==> src/hdl/gioc_pkg.sv <==
// package for the general i/o line controller: widths, reset values, line map
// assumes a single master clock domain and 32 lines
package gioc_pkg;
  localparam int          GIOC_LINES        = 32;
  // lines that carry a multiplexed peripheral (1 = multiplexed)
  localparam logic [31:0] GIOC_MUX_LINES    = 32'hffff_ffff;
  // lines that exist in this product
  localparam logic [31:0] GIOC_IMPL_LINES   = 32'hffff_ffff;
  // reset ownership per line, 1 = controller owns the line
  localparam logic [31:0] GIOC_OWN_RST      = 32'hffff_ffff;
  localparam logic [31:0] GIOC_PULLOFF_RST  = 32'h0000_0000;
  localparam logic [31:0] GIOC_CHOICE_RST   = 32'h0000_0000;
  localparam logic [31:0] GIOC_DRIVE_RST    = 32'h0000_0000;
  localparam logic [31:0] GIOC_LEVEL_RST    = 32'h0000_0000;
  localparam logic [31:0] GIOC_WMASK_RST    = 32'h0000_0000;
  localparam logic [31:0] GIOC_ODRAIN_RST   = 32'h0000_0000;
  localparam logic [31:0] GIOC_FILTER_RST   = 32'h0000_0000;
  localparam logic [31:0] GIOC_IRQMASK_RST  = 32'h0000_0000;
  localparam logic [31:0] GIOC_EVENT_RST    = 32'h0000_0000;
  // cycles after reset until a synchroniser chain shows the real pin
  localparam logic [2:0]  GIOC_SYNC_FILL    = 3'h4;
  localparam logic [2:0]  GIOC_WARM_RST     = 3'h0;
  localparam logic [31:0] GIOC_ZERO         = 32'h0000_0000;
endpackage

==> src/hdl/gioc_sync3.sv <==
// three-stage input synchroniser with agreement check, one instance per line
// assumes asynchronous pin input and clk of the controller domain
`timescale 1ns/1ps
module gioc_sync3 (
  input  wire logic clk,
  input  wire logic nrst,
  input  wire logic din,
  output logic      dout
);
  typedef struct packed {
    logic s1;
    logic s2;
    logic s3;
    logic val;
  } gioc_sync_t;

  gioc_sync_t st_q;
  gioc_sync_t st_d;

  // shift chain; value follows once stages two and three agree
  always_comb begin
    st_d     = st_q;
    st_d.s1  = din;
    st_d.s2  = st_q.s1;
    st_d.s3  = st_q.s2;
    if (st_q.s2 == st_q.s3) begin
      st_d.val = st_q.s3;
    end
  end

  always_ff @(posedge clk or negedge nrst) begin
    if (!nrst) begin
      st_q <= '0;
    end else begin
      st_q <= st_d;
    end
  end

  assign dout = st_q.val;
endmodule

==> src/hdl/gioc_top.sv <==
// general i/o line controller: per-line ownership, drive, level, open drain,
// pull-up, glitch filter, pin readback and change detection for 32 lines
// assumes write strobes are one-cycle pulses from logic on clk, pins async
// ctrl_clk_en stands for the controller clock gate; writes act without it
// Notes on behaviour
// - pull-up enable clears, disable sets off-status
// - pull-up writes apply under any configuration
// - reset: all pull-ups on, status zero
// - own enable sets, disable clears ownership
// - unmuxed lines ignore ownership writes, read one
// - ownership reset value is a product constant
// - a-select clears, b-select sets choice bit
// - choice steers outputs only; inputs reach both
// - reset: choice bits zero, peripheral a
// - choice writes apply regardless of ownership
// - peripheral owned line takes peripheral drive
// - drive enable sets, disable clears, any ownership
// - level set/clear work even under peripheral ownership
// - direct level write changes unmasked bits only
// - reset: direct write mask all zero
// - open drain bit set/clear; drives low only
// - pin status shows level, holds while clock off
// - filter rejects half-cycle glitches, passes full cycles
// - filter latency none; the filtered level reaches readback on the same edge as the unfiltered one
// - filter set/clear; acts on readback and detection
// - irq mask set/clear; compare successive samples
// - change sets event; or of masked events; read clears
// - unimplemented line bits ignore writes, read zero
// - interrupt only while controller clock enabled

`timescale 1ns/1ps
module gioc_top
  import gioc_pkg::*;
(
  // clock, reset and controller clock gate
  input  wire logic        clk,
  input  wire logic        nrst,
  input  wire logic        ctrl_clk_en,
  // set and clear strobes, one bit per line, plus the direct level write and the event status read strobe
  input  wire logic [31:0] pullup_enable_write,
  input  wire logic [31:0] pullup_disable_write,
  input  wire logic [31:0] line_own_enable_write,
  input  wire logic [31:0] line_own_disable_write,
  input  wire logic [31:0] periph_a_select_write,
  input  wire logic [31:0] periph_b_select_write,
  input  wire logic [31:0] drive_enable_write,
  input  wire logic [31:0] drive_disable_write,
  input  wire logic [31:0] level_set_write,
  input  wire logic [31:0] level_clear_write,
  input  wire logic        level_direct_wr,
  input  wire logic [31:0] level_direct_data,
  input  wire logic [31:0] direct_write_unmask,
  input  wire logic [31:0] direct_write_mask,
  input  wire logic [31:0] open_drain_enable_write,
  input  wire logic [31:0] open_drain_disable_write,
  input  wire logic [31:0] filter_enable_write,
  input  wire logic [31:0] filter_disable_write,
  input  wire logic [31:0] change_irq_enable_write,
  input  wire logic [31:0] change_irq_disable_write,
  input  wire logic        event_status_rd,
  // on-chip peripheral drive requests
  input  wire logic [31:0] periph_a_out,
  input  wire logic [31:0] periph_a_oe,
  input  wire logic [31:0] periph_b_out,
  input  wire logic [31:0] periph_b_oe,
  // pins, asynchronous to clk
  input  wire logic [31:0] pin_in,
  // pad and peripheral side outputs
  output logic      [31:0] pin_out,
  output logic      [31:0] pin_oe,
  output logic      [31:0] pin_pullup_en,
  output logic      [31:0] periph_in,
  // status of every set and clear pair, pin readback and the change interrupt
  output logic      [31:0] pullup_off_status,
  output logic      [31:0] line_ownership_status,
  output logic      [31:0] periph_choice_status,
  output logic      [31:0] drive_status,
  output logic      [31:0] output_level_status,
  output logic      [31:0] direct_write_mask_status,
  output logic      [31:0] open_drain_status,
  output logic      [31:0] filter_status,
  output logic      [31:0] change_irq_mask,
  output logic      [31:0] change_event_status,
  output logic      [31:0] pin_level_status,
  output logic             change_irq
);
  typedef struct packed {
    // configuration bits, one per line
    logic [31:0] pulloff;
    logic [31:0] own;
    logic [31:0] choice;
    logic [31:0] drive;
    logic [31:0] level;
    logic [31:0] wmask;
    logic [31:0] odrain;
    logic [31:0] filter;
    logic [31:0] imask;
    // input path and change detection
    logic [31:0] event_st;
    logic [31:0] filt_hold;
    logic [31:0] prev;
    logic        prev_ok;
    logic [2:0]  warm;
    logic [31:0] pdsr;
    // registered pin and peripheral side
    logic [31:0] pin_o;
    logic [31:0] pin_e;
    logic [31:0] pu_en;
    logic [31:0] p_in;
    logic        irq;
  } gioc_state_t;

  gioc_state_t st_q;
  gioc_state_t st_d;
  logic [31:0] pin_sync;
  logic [31:0] pin_fall_q;

  // one synchroniser per line: four flops keep a metastable pin
  // level away from the filter, readback and change detection
  genvar gi;
  generate
    for (gi = 0; gi < GIOC_LINES; gi++) begin : g_sync
      gioc_sync3 u_sync (
        .clk  (clk),
        .nrst (nrst),
        .din  (pin_in[gi]),
        .dout (pin_sync[gi])
      );
    end
  endgenerate

  // falling-edge sample: filter half-cycle stage
  // a level is taken only once both clock edges have seen it
  always_ff @(negedge clk or negedge nrst) begin
    if (!nrst) begin
      pin_fall_q <= GIOC_ZERO;
    end else begin
      pin_fall_q <= pin_sync;
    end
  end

  // next state of every register
  always_comb begin
    logic [31:0] filt;
    logic [31:0] sampled;
    logic [31:0] change;
    logic [31:0] oe_src;
    logic [31:0] o_src;

    filt    = GIOC_ZERO;
    sampled = GIOC_ZERO;
    change  = GIOC_ZERO;
    oe_src  = GIOC_ZERO;
    o_src   = GIOC_ZERO;
    st_d    = st_q;

    // pull-up control under any configuration
    st_d.pulloff = (st_q.pulloff | pullup_disable_write) & ~pullup_enable_write;

    // ownership, only on multiplexed lines
    // lines without a peripheral always read as controller owned
    st_d.own = (st_q.own | line_own_enable_write) & ~line_own_disable_write;
    st_d.own = st_d.own | ~GIOC_MUX_LINES;
    st_d.choice = (st_q.choice | periph_b_select_write) & ~periph_a_select_write;
    st_d.drive  = (st_q.drive | drive_enable_write) & ~drive_disable_write;
    st_d.level  = (st_q.level | level_set_write) & ~level_clear_write;
    if (level_direct_wr) begin
      st_d.level = (st_d.level & ~st_q.wmask) | (level_direct_data & st_q.wmask);
    end
    // direct-write mask, unmask sets and mask clears
    st_d.wmask  = (st_q.wmask | direct_write_unmask) & ~direct_write_mask;
    st_d.odrain = (st_q.odrain | open_drain_enable_write) & ~open_drain_disable_write;
    st_d.filter = (st_q.filter | filter_enable_write) & ~filter_disable_write;
    st_d.imask  = (st_q.imask | change_irq_enable_write) & ~change_irq_disable_write;

    // unimplemented lines keep zero
    st_d.pulloff = st_d.pulloff & GIOC_IMPL_LINES;
    st_d.own     = st_d.own & GIOC_IMPL_LINES;
    st_d.choice  = st_d.choice & GIOC_IMPL_LINES;
    st_d.drive   = st_d.drive & GIOC_IMPL_LINES;
    st_d.level   = st_d.level & GIOC_IMPL_LINES;
    st_d.wmask   = st_d.wmask & GIOC_IMPL_LINES;
    st_d.odrain  = st_d.odrain & GIOC_IMPL_LINES;
    st_d.filter  = st_d.filter & GIOC_IMPL_LINES;
    st_d.imask   = st_d.imask & GIOC_IMPL_LINES;

    // filter: accept a level only when both half-cycle samples agree
    // otherwise the last accepted level is held
    filt = st_q.filt_hold;
    for (int i = 0; i < GIOC_LINES; i++) begin
      if (pin_fall_q[i] == pin_sync[i]) begin
        filt[i] = pin_sync[i];
      end
    end
    st_d.filt_hold = filt;
    // filtered level only where the line's filter is on
    sampled = ((filt & st_q.filter) | (pin_sync & ~st_q.filter)) & GIOC_IMPL_LINES;

    // hold off change detection after reset until the synchronisers
    // show the real pins, so an idle high line gives no false change
    if (st_q.warm != GIOC_SYNC_FILL) begin
      st_d.warm = st_q.warm + 3'h1;
    end

    // readback and change detection only with controller clock on;
    // the first sample after the gate opens only primes the compare
    if (ctrl_clk_en) begin
      st_d.pdsr    = sampled;
      st_d.prev    = sampled;
      st_d.prev_ok = (st_q.warm == GIOC_SYNC_FILL);
      if (st_q.prev_ok) begin
        change = sampled ^ st_q.prev;
      end
    end else begin
      st_d.prev_ok = 1'b0;
    end

    // read clears all, new change wins over the clear
    // so a change landing in the read cycle is never lost
    if (event_status_rd) begin
      st_d.event_st = change;
    end else begin
      st_d.event_st = st_q.event_st | change;
    end
    // one interrupt line, only while the controller clock runs
    st_d.irq = ctrl_clk_en && ((st_d.event_st & st_d.imask) != GIOC_ZERO);

    // output path mux: own registers or chosen peripheral
    // peripheral choice steers drive only, never the input path
    for (int i = 0; i < GIOC_LINES; i++) begin
      if (st_d.own[i]) begin
        o_src[i]  = st_d.level[i];
        oe_src[i] = st_d.drive[i];
      end else if (st_d.choice[i]) begin
        o_src[i]  = periph_b_out[i];
        oe_src[i] = periph_b_oe[i];
      end else begin
        o_src[i]  = periph_a_out[i];
        oe_src[i] = periph_a_oe[i];
      end
    end

    // open drain: drive only when low, so a high level floats to
    // the pull-up and never fights another low driver
    st_d.pin_e = (oe_src & ~(st_d.odrain & o_src)) & GIOC_IMPL_LINES;
    st_d.pin_o = o_src & GIOC_IMPL_LINES;
    st_d.pu_en = ~st_d.pulloff & GIOC_IMPL_LINES;

    // peripherals see the unfiltered pin regardless of choice
    st_d.p_in  = pin_sync;
  end

  // state register with product reset values; every field is named
  // so a new field cannot slip through without a reset value
  always_ff @(posedge clk or negedge nrst) begin
    if (!nrst) begin
      st_q.pulloff   <= GIOC_PULLOFF_RST;
      st_q.own       <= GIOC_OWN_RST | ~GIOC_MUX_LINES;
      st_q.choice    <= GIOC_CHOICE_RST;
      st_q.drive     <= GIOC_DRIVE_RST;
      st_q.level     <= GIOC_LEVEL_RST;
      st_q.wmask     <= GIOC_WMASK_RST;
      st_q.odrain    <= GIOC_ODRAIN_RST;
      st_q.filter    <= GIOC_FILTER_RST;
      st_q.imask     <= GIOC_IRQMASK_RST;
      st_q.event_st  <= GIOC_EVENT_RST;
      st_q.filt_hold <= GIOC_ZERO;
      st_q.prev      <= GIOC_ZERO;
      st_q.prev_ok   <= 1'b0;
      st_q.warm      <= GIOC_WARM_RST;
      st_q.pdsr      <= GIOC_ZERO;
      st_q.pin_o     <= GIOC_ZERO;
      st_q.pin_e     <= GIOC_ZERO;
      st_q.p_in      <= GIOC_ZERO;
      st_q.irq       <= 1'b0;
      st_q.pu_en     <= ~GIOC_PULLOFF_RST & GIOC_IMPL_LINES;
    end else begin
      st_q <= st_d;
    end
  end

  // pad and peripheral side outputs straight from the state register
  assign pin_out                  = st_q.pin_o;
  assign pin_oe                   = st_q.pin_e;
  assign pin_pullup_en            = st_q.pu_en;
  assign periph_in                = st_q.p_in;

  // status outputs, one bit per line, and the single change interrupt
  assign pullup_off_status        = st_q.pulloff;
  assign line_ownership_status    = st_q.own;
  assign periph_choice_status     = st_q.choice;
  assign drive_status             = st_q.drive;
  assign output_level_status      = st_q.level;
  assign direct_write_mask_status = st_q.wmask;
  assign open_drain_status        = st_q.odrain;
  assign filter_status            = st_q.filter;
  assign change_irq_mask          = st_q.imask;
  assign change_event_status      = st_q.event_st;
  assign pin_level_status         = st_q.pdsr;
  assign change_irq               = st_q.irq;
endmodule

==> config.mk <==
export PLATFORM = sky130hd
export DESIGN_NAME = gioc_top
export DESIGN_NICKNAME = d
export VERILOG_FILES = /design/src/hdl/gioc_pkg.sv /design/src/hdl/gioc_sync3.sv /design/src/hdl/gioc_top.sv
export SDC_FILE = /design/constraint.sdc
export NUM_CORES = 1
export LEC_CHECK = 0
export ABC_AREA = 1
export BUFFER_PORTS_ARGS = -buffer_cell sky130_fd_sc_hd__buf_2
export CELL_PAD_IN_SITES_DETAIL_PLACEMENT = 0
export CELL_PAD_IN_SITES_GLOBAL_PLACEMENT = 1
export CORE_AREA = 5 5 491 493
export CTS_CLUSTER_DIAMETER = 150
export CTS_CLUSTER_SIZE = 40
export DETAILED_ROUTE_END_ITERATION = 10
export DIE_AREA = 0 0 496 498
export MAX_ROUTING_LAYER = met4
export PLACE_DENSITY_LB_ADDON = 0.2
export SLEW_MARGIN = 15
export SYNTH_ARGS = -nofsm -noshare
export SYNTH_HDL_FRONTEND = slang
export SYNTH_SLANG_ARGS = --single-unit
export TNS_END_PERCENT = 10
==> constraint.sdc <==
create_clock -name clk -period 1.9 [get_ports clk]
set_input_delay 0.285 -clock clk [delete_from_list [all_inputs] [get_ports clk]]
set_output_delay 0.285 -clock clk [all_outputs]
set_load 0.1 [all_outputs]
==> impl_metrics.py, run 1 <==
metrics = {
    "outcome": {
        "status": "finished with violations",
        "violations": "negative setup slack",
    },
    "die": {
        "coreArea_mm2": 0.237,
        "die_width_um": 496,
        "rows": 179,
        "start_util_pct": 12.0,
        "design.die.area_mm2": 0.247,
        "fp.dieH_um": 498,
        "ios": 1254,
    },
    "routing": {
        "drc": 0,
        "ant_nets": 0,
        "drt-total-wl_mm": 147,
        "vias": 24900,
        "drtPass1Iterations": 5,
        "wl_per_cell_um": 18.8,
        "drt-initial-drc-count": 1087,
        "viasPerCell": 3.18,
    },
    "final_layout": {
        "final_area_mm2": 0.0468,
        "areaGrowthSynthToFinish_pct": 65.2,
        "finalNetCount": 5361,
        "nFillCells": 26500,
        "utilization_pct": 19.8,
        "drive_above_1_share_pct": 36.1,
        "mostFrequentLayoutCells": "buf_2 (861), dlygate4sd3_1 (736), dfrtp_1 (555), nor2_1 (549), nand2_1 (426)",
        "largest_reg_flops": 64,
        "fin_cells": 7839,
        "final_common_cell": "buf_2",
    },
    "timing": {
        "worstMarginPinSlew_ps": 892,
        "fin_skew_ps": 82.5,
        "grt_setup_unrepaired": "true",
        "setup_ws_ps": -592,
        "hold_viol_final": 0,
        "slew_headroom_pct": 40.3,
        "finalSetupViolations": 27,
        "slew_viol_final": 0,
    },
    "clock_tree": {
        "cts_made_buffers": 27,
        "max-clock-path-buffers": 3,
        "cts_tree": "done",
        "clk_pin_slew_worst_paths_ps": 160,
        "cts_sinks": 677,
        "cts_root_buf": "clkbuf_16",
        "htreeDepth": 1,
        "clk_latency_ps": 730,
    },
    "setup_path": {
        "max_stage_delay_ps": 360,
        "cp_top_family": "buffers and inverters",
        "critical_path.most_common_cell": "buf_4",
        "end_kind": "flop",
        "slowest_stage": "dfrtn_1",
        "path_cells": "nand2_1, nand2_1, nand3_2, nand2_2, buf_4, buf_4, buf_4, buf_4, buf_4, buf_4, nand2_1, o21ai_0",
        "crit_type": "flop to flop",
        "crit_required_ps": 2490,
        "startpoint_type": "flop",
        "arrival_ps": 3080,
        "critical_path_buf_inv_count": 6,
        "cp_max_fo": 2,
    },
    "synthesis": {
        "ys_ff_latch": 677,
        "syn_nets": 3678,
        "async_flop_share_pct": 100,
        "synth_edf_count": 0,
        "ys.warnings.count": 0,
        "ys.flop_type": "dfrtp_1",
        "synth_cells": 2903,
        "ys_types": 30,
        "ys_seq_area_share_pct": 60.1,
        "synthesis.area_mm2": 0.0283,
        "syn_area_per_cell_um2": 9.75,
    },
    "global_routing": {
        "grt_max_degree": 93,
        "antenna_found_initial": 71,
        "overflow": 0,
        "grt_pass1_vias": 27300,
        "grt_usage_pct": 11.7,
        "grt_pass1_wl_mm": 202,
    },
    "power_and_ir_drop": {
        "p_sw_mw": 17.6,
        "power_frac_clock_pct": 22.2,
        "power_frac_seq_pct": 41.1,
        "vdd_ir_drop_max_uv": 754,
        "netSwitchingFraction_pct": 43.2,
        "intPower_mw": 23.2,
        "pwr-share-comb_pct": 36.7,
        "p_leak_nw": 22.5,
        "powerDensity_mw_per_mm2": 872,
        "power_mw": 40.8,
    },
    "placed_design": {
        "dp_slack_ps": -838,
        "dpl_cell_area_mm2": 0.0361,
        "gp_congestion": 0.828,
        "portBuffers": 1253,
        "dp_hpwl_mm": 123,
        "dp.cells": 6959,
    },
    "worst_hold_path": {
        "hold_path.class": "input port to flop",
    },
    "run": {
        "maxCapViolations": 0,
    },
}
-- worst min-delay path, delay by kind of cell --
family                 cells  cell delay, ps
and+or+nand+nor            2             110
buffers and inverters      2             310
-- final timing paths --
kind	endpoint	depth (start not counted)	slack, ps	from
max	pin_level_status[18]	12	-590	pin_fall_q[18]
min	line_ownership_status[24]	4	30	line_own_enable_write[24]
max reg2reg	pin_level_status[18]	12	-590	pin_fall_q[18]
min reg2reg	g_sync[14].u_sync.st_q[1]	0	350	g_sync[14].u_sync.st_d[1]
max in group asynchronous	change_irq_mask[18]	3	350	nrst
min in group asynchronous	st_q[211]	3	190	nrst
-- synth_stat cells, types with 2 or more instances --
library cell    n  area, um2
dfrtp_1       581      14500
nor2_1        560       2100
buf_4         482       3620
nand2_1       457       1720
inv_1         215        807
o21ai_0       135        676
nand3_1       118        591
dfstp_2        64       1680
a31oi_1        34        213
dfrtn_1        32        801
maj3_1         32        320
nor3_1         32        160
and2_1         29        181
or2_1          29        181
o21ai_1        28        140
o21ai_2        28        245
nand2_2        13       81.3
clkbuf_1        7       26.3
buf_2           5       25.0
nand3_2         5       50.1
a21oi_2         3       26.3
buf_6           3       33.8
clkbuf_8        2       27.5
ha_1            2       25.0
nand3b_1        2       15.0
-- area by class of cell --
cell class / instances / area, um2 / area share, %
Clock inverter: 18 / 364 / 0.779
Sequential cell: 677 / 17100 / 36.5
Timing Repair Buffer: 2154 / 16700 / 35.7
Clock buffer: 32 / 694 / 1.48
Tap cell: 3167 / 3960 / 8.47
Antenna cell: 65 / 163 / 0.348
Multi-Input combinational cell: 1510 / 7030 / 15.0
Inverter: 216 / 812 / 1.74
-- cell families (layout without fill, tap and decap cells) --
logic type	count (synthesis)	in the layout	synth area share, %
other	0	65	0
XOR/XNOR	2	2	0.0619
adder cells (fa/ha/maj)	34	34	1.22
flip-flops	677	677	60.1
AND/OR/NAND/NOR	1245	1245	17.9
AO/OA/AOI/OAI	229	229	4.61
buffers and inverters	716	2420	16.1
-- layer usage --
metal / vias to the layer above / GRT usage [%] / wire length, um
met5: - / - / 0
met4: 0 / 3.26 / 4540
met3: 115 / 3.12 / 9820
met2: 809 / 21.6 / 77500
met1: 12000 / 12.3 / 55600
li1: 12000 / - / -
-- metrics by stage --
stage / hold WS (ps) / setup TNS (ps)
global placement: 173 / -3580
CTS: 0.882 / -2650
finish: 33.4 / -2160
detailed placement: 169 / -4170
global route: 7.98 / -5900
floorplan: -10.6 / -436
-- power groups by stage --
stage | registers, mW | clock network (mW) | logic (mW)
2_1_floorplan | 16.6 | 0 | 10.3
3_3_place_gp | 17.0 | 0 | 13.0
3_5_place_dp | 17.0 | 0 | 12.9
4_1_cts | 16.8 | 9.76 | 15.0
5_1_grt | 16.9 | 10.2 | 15.8
6_report | 16.7 | 9.08 | 15.0
-- timing repair --
action                                 4_1_cts  5_1_grt
setup endpoints to repair                  378      128
pin swaps                                   11       28
buffers inserted                            12        8
hold buffers                               744        8
cloned                                       0        0
resized for setup                          514      127
endpoints found under the hold margin      747        5
Note: power is estimated with default switching activity, not from simulation.
==> inputs of run 2 (changes only) <==
--- a/config.mk
+++ b/config.mk
@@ -16,6 +16,7 @@
 export DIE_AREA = 0 0 496 498
 export MAX_ROUTING_LAYER = met4
 export PLACE_DENSITY_LB_ADDON = 0.2
+export SKIP_LAST_GASP = 1
 export SLEW_MARGIN = 15
 export SYNTH_ARGS = -nofsm -noshare
 export SYNTH_HDL_FRONTEND = slang
==> run 2 against run 1 <==
Compared with the run above: the run still ends with negative setup slack left; worst setup slack lost 11 ps; clock power is essentially flat; non-clock buffer count shrank 8; critical path type unchanged; clock-buffer cell count is the same; global-route usage is essentially flat; first-iteration DRC count shrank 6.8%; critical path depth grew 2; register-to-register slack is essentially flat; via count shrank 0.28%; sequential share of layout area grew 0.96 points; largest power group unchanged.
==> impl_metrics.py, run 2 (synthesis gave the netlist of run 1 again) <==
metrics = {
    "final_layout": {
        "drive_above_1_share_pct": 35.3,
        "mostFrequentLayoutCells": "buf_2 (1,177), dlygate4sd3_1 (745), dfrtp_1 (562), nor2_1 (551), nand2_1 (434)",
        "largest_reg_flops": 64,
        "finalNetCount": 5353,
        "nFillCells": 26600,
        "areaGrowthSynthToFinish_pct": 60.8,
        "utilization_pct": 19.3,
        "fin_cells": 7830,
        "final_common_cell": "buf_2",
    },
    "global_routing": {
        "grt_pass1_vias": 27000,
        "antenna_found_initial": 70,
        "overflow": 0,
        "grt_pass1_wl_mm": 202,
        "grt_max_degree": 93,
        "grt_usage_pct": 11.7,
    },
    "die": {
        "coreArea_mm2": 0.237,
        "start_util_pct": 12.0,
        "rows": 179,
        "die_width_um": 496,
        "ios": 1254,
        "fp.dieH_um": 498,
        "design.die.area_mm2": 0.247,
    },
    "routing": {
        "viasPerCell": 3.18,
        "vias": 24900,
        "drt-initial-drc-count": 1013,
        "drc": 0,
        "ant_nets": 0,
        "drtPass1Iterations": 5,
        "wl_per_cell_um": 18.8,
        "drt-total-wl_mm": 147,
    },
    "power_and_ir_drop": {
        "p_leak_nw": 22.1,
        "power_mw": 40.3,
        "powerDensity_mw_per_mm2": 884,
        "vdd_ir_drop_max_uv": 754,
    },
    "placed_design": {
        "portBuffers": 1253,
        "dp_hpwl_mm": 123,
        "gp_congestion": 0.828,
        "dp_slack_ps": -838,
        "dp.cells": 6959,
    },
    "setup_path": {
        "end_kind": "flop",
        "cp_max_fo": 2,
        "arrival_ps": 3140,
        "crit_required_ps": 2530,
        "startpoint_type": "flop",
        "crit_type": "flop to flop",
    },
    "timing": {
        "slew_viol_final": 0,
        "worstMarginPinSlew_ps": 904,
        "slew_headroom_pct": 39.5,
        "hold_viol_final": 0,
        "fin_skew_ps": 81.2,
        "grt_setup_unrepaired": "true",
        "tns_ps": -5400,
        "setup_ws_ps": -602,
        "finalSetupViolations": 117,
    },
    "outcome": {
        "status": "finished with violations",
        "violations": "negative setup slack",
    },
    "worst_hold_path": {
        "hold_path.class": "input port to flop",
    },
    "clock_tree": {
        "max-clock-path-buffers": 3,
        "cts_sinks": 677,
        "clk_latency_ps": 730,
        "cts_tree": "done",
        "htreeDepth": 1,
        "cts_root_buf": "clkbuf_16",
        "clk_pin_slew_worst_paths_ps": 160,
        "cts_made_buffers": 27,
    },
    "run": {
        "maxCapViolations": 0,
    },
}
[run 2: cell count changes in the layout (fill, tap and decap cells not counted), sizes merged]
cell	previous run	this run
dlygate4sd3	736	745
clkbuf	63	32
buf	1376	1401
dlymetal6s4s	11	0
diode	65	64
[run 2: final cells by class]
type	instances	area [um2]	area share, %
Sequential cell	677	17000	37.4
Timing Repair Buffer	2146	15600	34.2
Multi-Input combinational cell	1510	6910	15.2
Tap cell	3167	3960	8.70
Inverter	216	812	1.78
Clock buffer	32	694	1.52
Clock inverter	18	364	0.800
Antenna cell	64	160	0.352
[run 2: worst max-delay path: stages, from the launching register on]
cell and delay, ps:
dfrtn_1 430, nand2_1 60, nand2_1 90, nand3_2 80, nand2_2 80, nand2_1 60, nand3_2 80, nand2_2 60
nand2_1 80, nand2_2 70, nor2_4 120, buf_6 120, nand2_4 50, nor2_1 80, a21oi_1 70
[run 2: stage by stage]
step	instance area, um2	hold WS, ps
floorplan	28300	-10.6
global placement	36100	173
detailed placement	36100	169
CTS	45000	0.872
global route	45500	24.0
finish	45500	59.3
[run 2: metal layers]
layer  up-vias  track usage [%]  wire (um)
met5         -                -          0
met4         0             3.22       4600
met3       114             3.14      10200
met2       846             21.4      76800
met1     11900             12.3      55200
li1      12000                -          -
[run 2: worst paths after layout]
kind,startpoint,endpoint,slack [ps],cells past startpoint
setup / recovery,pin_fall_q[18],change_irq,-600,14
hold / removal,event_status_rd,change_event_status[24],60,5
setup reg to reg,pin_fall_q[18],change_irq,-600,14
hold reg to reg,g_sync[14].u_sync.st_d[1],g_sync[14].u_sync.st_q[1],350,0
max in group asynchronous,nrst,change_irq_mask[18],350,3
min in group asynchronous,nrst,periph_in[14],190,3
[run 2: repair_timing]
item                       4_1_cts  5_1_grt
pin swaps                       11       32
hold buffers                   744        4
hold endpoints to repair       747        3
resized for setup              116      140
buffers inserted                12        2
setup endpoints to repair      378      428
[run 2: where the power goes]
group	total [mW]	leakage (nW)	internal, mW	switching (mW)
Sequential	16.7	8.12	15.8	0.899
Clock	9.09	0.495	3.14	5.95
Combinational	14.5	13.5	3.77	10.7
Total	40.3	22.1	22.7	17.6
==> inputs of run 3 (changes only) <==
--- a/config.mk
+++ b/config.mk
@@ -15,7 +15,7 @@
 export DETAILED_ROUTE_END_ITERATION = 10
 export DIE_AREA = 0 0 496 498
 export MAX_ROUTING_LAYER = met4
-export PLACE_DENSITY_LB_ADDON = 0.2
+export PLACE_DENSITY = 0.34
 export SKIP_LAST_GASP = 1
 export SLEW_MARGIN = 15
 export SYNTH_ARGS = -nofsm -noshare
==> run 3 against run 2 <==
Compared with the run above: the run still ends with negative setup slack left; die area did not move; first-iteration DRC count fell by 9.0%; via count rose by 1.1%; cell area rose by 1.5%; clock power rose by 8.3%; clock skew rose by 23 ps; worst setup slack improved by 50 ps; total power rose by 2.3%; sequential power barely moved; sequential share of layout area fell by 0.54 points.
==> impl_metrics.py, run 3 (synthesis gave the netlist of run 1 again) <==
metrics = {
    "outcome": {
        "status": "finished with violations",
        "violations": "negative setup slack",
    },
    "power_and_ir_drop": {
        "vdd_ir_drop_max_uv": 796,
        "p_sw_mw": 18.0,
        "power_frac_seq_pct": 40.6,
        "powerDensity_mw_per_mm2": 892,
        "power_frac_clock_pct": 23.9,
        "power_mw": 41.2,
        "intPower_mw": 23.2,
        "netSwitchingFraction_pct": 43.7,
        "p_leak_nw": 22.3,
        "pwr-share-comb_pct": 35.6,
    },
    "setup_path": {
        "cp_max_fo": 2,
        "crit_type": "flop to flop",
        "end_kind": "flop",
        "startpoint_type": "flop",
        "arrival_ps": 3100,
        "crit_required_ps": 2550,
        "ff2ff_setup_slack_ps": -550,
    },
    "die": {
        "ios": 1254,
        "die_width_um": 496,
        "fp.dieH_um": 498,
        "start_util_pct": 12.0,
        "rows": 179,
        "coreArea_mm2": 0.237,
        "design.die.area_mm2": 0.247,
    },
    "clock_tree": {
        "clk_latency_ps": 740,
        "cts_made_buffers": 31,
        "cts_tree": "done",
        "cts_root_buf": "clkbuf_16",
        "cts_sinks": 677,
        "max-clock-path-buffers": 3,
        "htreeDepth": 1,
        "clk_pin_slew_worst_paths_ps": 160,
    },
    "routing": {
        "drtPass1Iterations": 6,
        "viasPerCell": 3.21,
        "wl_per_cell_um": 19.4,
        "ant_nets": 0,
        "drt-total-wl_mm": 152,
        "vias": 25100,
        "drt-initial-drc-count": 922,
        "drc": 0,
    },
    "timing": {
        "grt_setup_unrepaired": "true",
        "slew_viol_final": 0,
        "hold_viol_final": 0,
        "fin_skew_ps": 104,
        "slew_headroom_pct": 48.3,
        "worstMarginPinSlew_ps": 776,
        "setup_ws_ps": -553,
        "finalSetupViolations": 109,
    },
    "final_layout": {
        "final_common_cell": "buf_2",
        "final_area_mm2": 0.0462,
        "drive_above_1_share_pct": 35.8,
        "finalNetCount": 5359,
        "mostFrequentLayoutCells": "buf_2 (1,160), dlygate4sd3_1 (758), dfrtp_1 (557), nor2_1 (549), nand2_1 (421)",
        "largest_reg_flops": 64,
        "areaGrowthSynthToFinish_pct": 63.2,
    },
    "global_routing": {
        "grt_pass1_wl_mm": 208,
        "grt_usage_pct": 12.1,
        "grt_max_degree": 66,
        "grt_pass1_vias": 27500,
        "overflow": 0,
        "antenna_found_initial": 72,
    },
    "placed_design": {
        "portBuffers": 1253,
        "dpl_cell_area_mm2": 0.0361,
        "gp_congestion": 0.839,
        "dp_hpwl_mm": 127,
    },
    "worst_hold_path": {
        "hold_path.class": "input port to flop",
    },
    "run": {
        "maxCapViolations": 0,
    },
}
run 3: changes by cell type in the layout (fill, tap and decap cells not counted), moves of 6 or more:
cell,previous run,this run
buf_12,23,46
buf_2,1177,1160
buf_4,135,125
buf_6,60,31
buf_8,6,28
diode_2,64,51
dlygate4sd3_1,745,758
nand2_1,434,421
nand2_2,34,48
nand3_2,15,21
run 3: worst paths after layout:
kind                                                start                        end  cells after the start
worst max-delay path                       pin_fall_q[12]                 change_irq                     13
worst min-delay path            periph_b_select_write[15]                pin_out[15]                      4
worst max register to register             pin_fall_q[12]                 change_irq                     13
worst min register to register  g_sync[18].u_sync.st_d[2]  g_sync[18].u_sync.st_d[1]                      0
max in group asynchronous                            nrst              pin_fall_q[1]                      3
min in group asynchronous                            nrst       pin_level_status[13]                      3
run 3: critical path: stages (launching register included):
cell and delay (ps):
dfrtn_1 430, nand2_1 70, a21oi_2 170, nand2_2 80
nand2_2 80, nand2_2 50, nand3_2 60, nand2_2 60
nand2_2 50, nand2_2 70, nor2_4 120, nand2_2 70
nor2_2 120, a21oi_2 50
run 3: power groups by stage:
stage | Sequential, mW | Clock [mW] | Combinational (mW)
floorplan | 16.6 | 0 | 10.3
global placement | 17.0 | 0 | 13.0
finish | 16.7 | 9.84 | 14.7
CTS | 16.7 | 10.6 | 14.7
global route | 16.9 | 11.0 | 15.5
detailed placement | 17.0 | 0 | 13.0
run 3: cell type report:
class	instances	area, um2
Clock buffer	34	787
Tap cell	3167	3960
Clock inverter	24	468
Fill cell	26600	190000
Antenna cell	51	128
Sequential cell	677	17100
Multi-Input combinational cell	1510	6990
Timing Repair Buffer	2148	16000
Inverter	216	812
run 3: routing by layer:
layer | global-route usage (%) | vias up | routed length (um)
met1 | 12.8 | 12100 | 56600
met4 | 1.86 | 0 | 3170
li1 | - | 12000 | -
met2 | 23.1 | 831 | 81800
met3 | 2.91 | 139 | 10100
met5 | - | - | 0
run 3: repair_timing:
action | in CTS | in global routing
pin swaps | 13 | 41
endpoints found under the hold margin | 791 | 8
setup endpoints to repair | 458 | 497
buffers inserted | 6 | 3
hold buffers | 755 | 10
gates resized for setup | 158 | 225
run 3: per-stage QoR:
stage / hold slack [ps] / worst slack, ps / setup TNS, ps / std cells / utilization [%]
4_1_cts: 0.439 / -575 / -38860 / 7770 / 19.2
5_1_grt: 14.0 / -666 / -35400 / 7823 / 19.5
2_1_floorplan: -10.6 / -363 / -436 / 2903 / -
3_3_place_gp: 157 / -765 / -3360 / 6951 / 15.2
3_5_place_dp: 157 / -761 / -3840 / 6951 / 15.2
6_report: 22.9 / -553 / -5170 / 7827 / 19.5
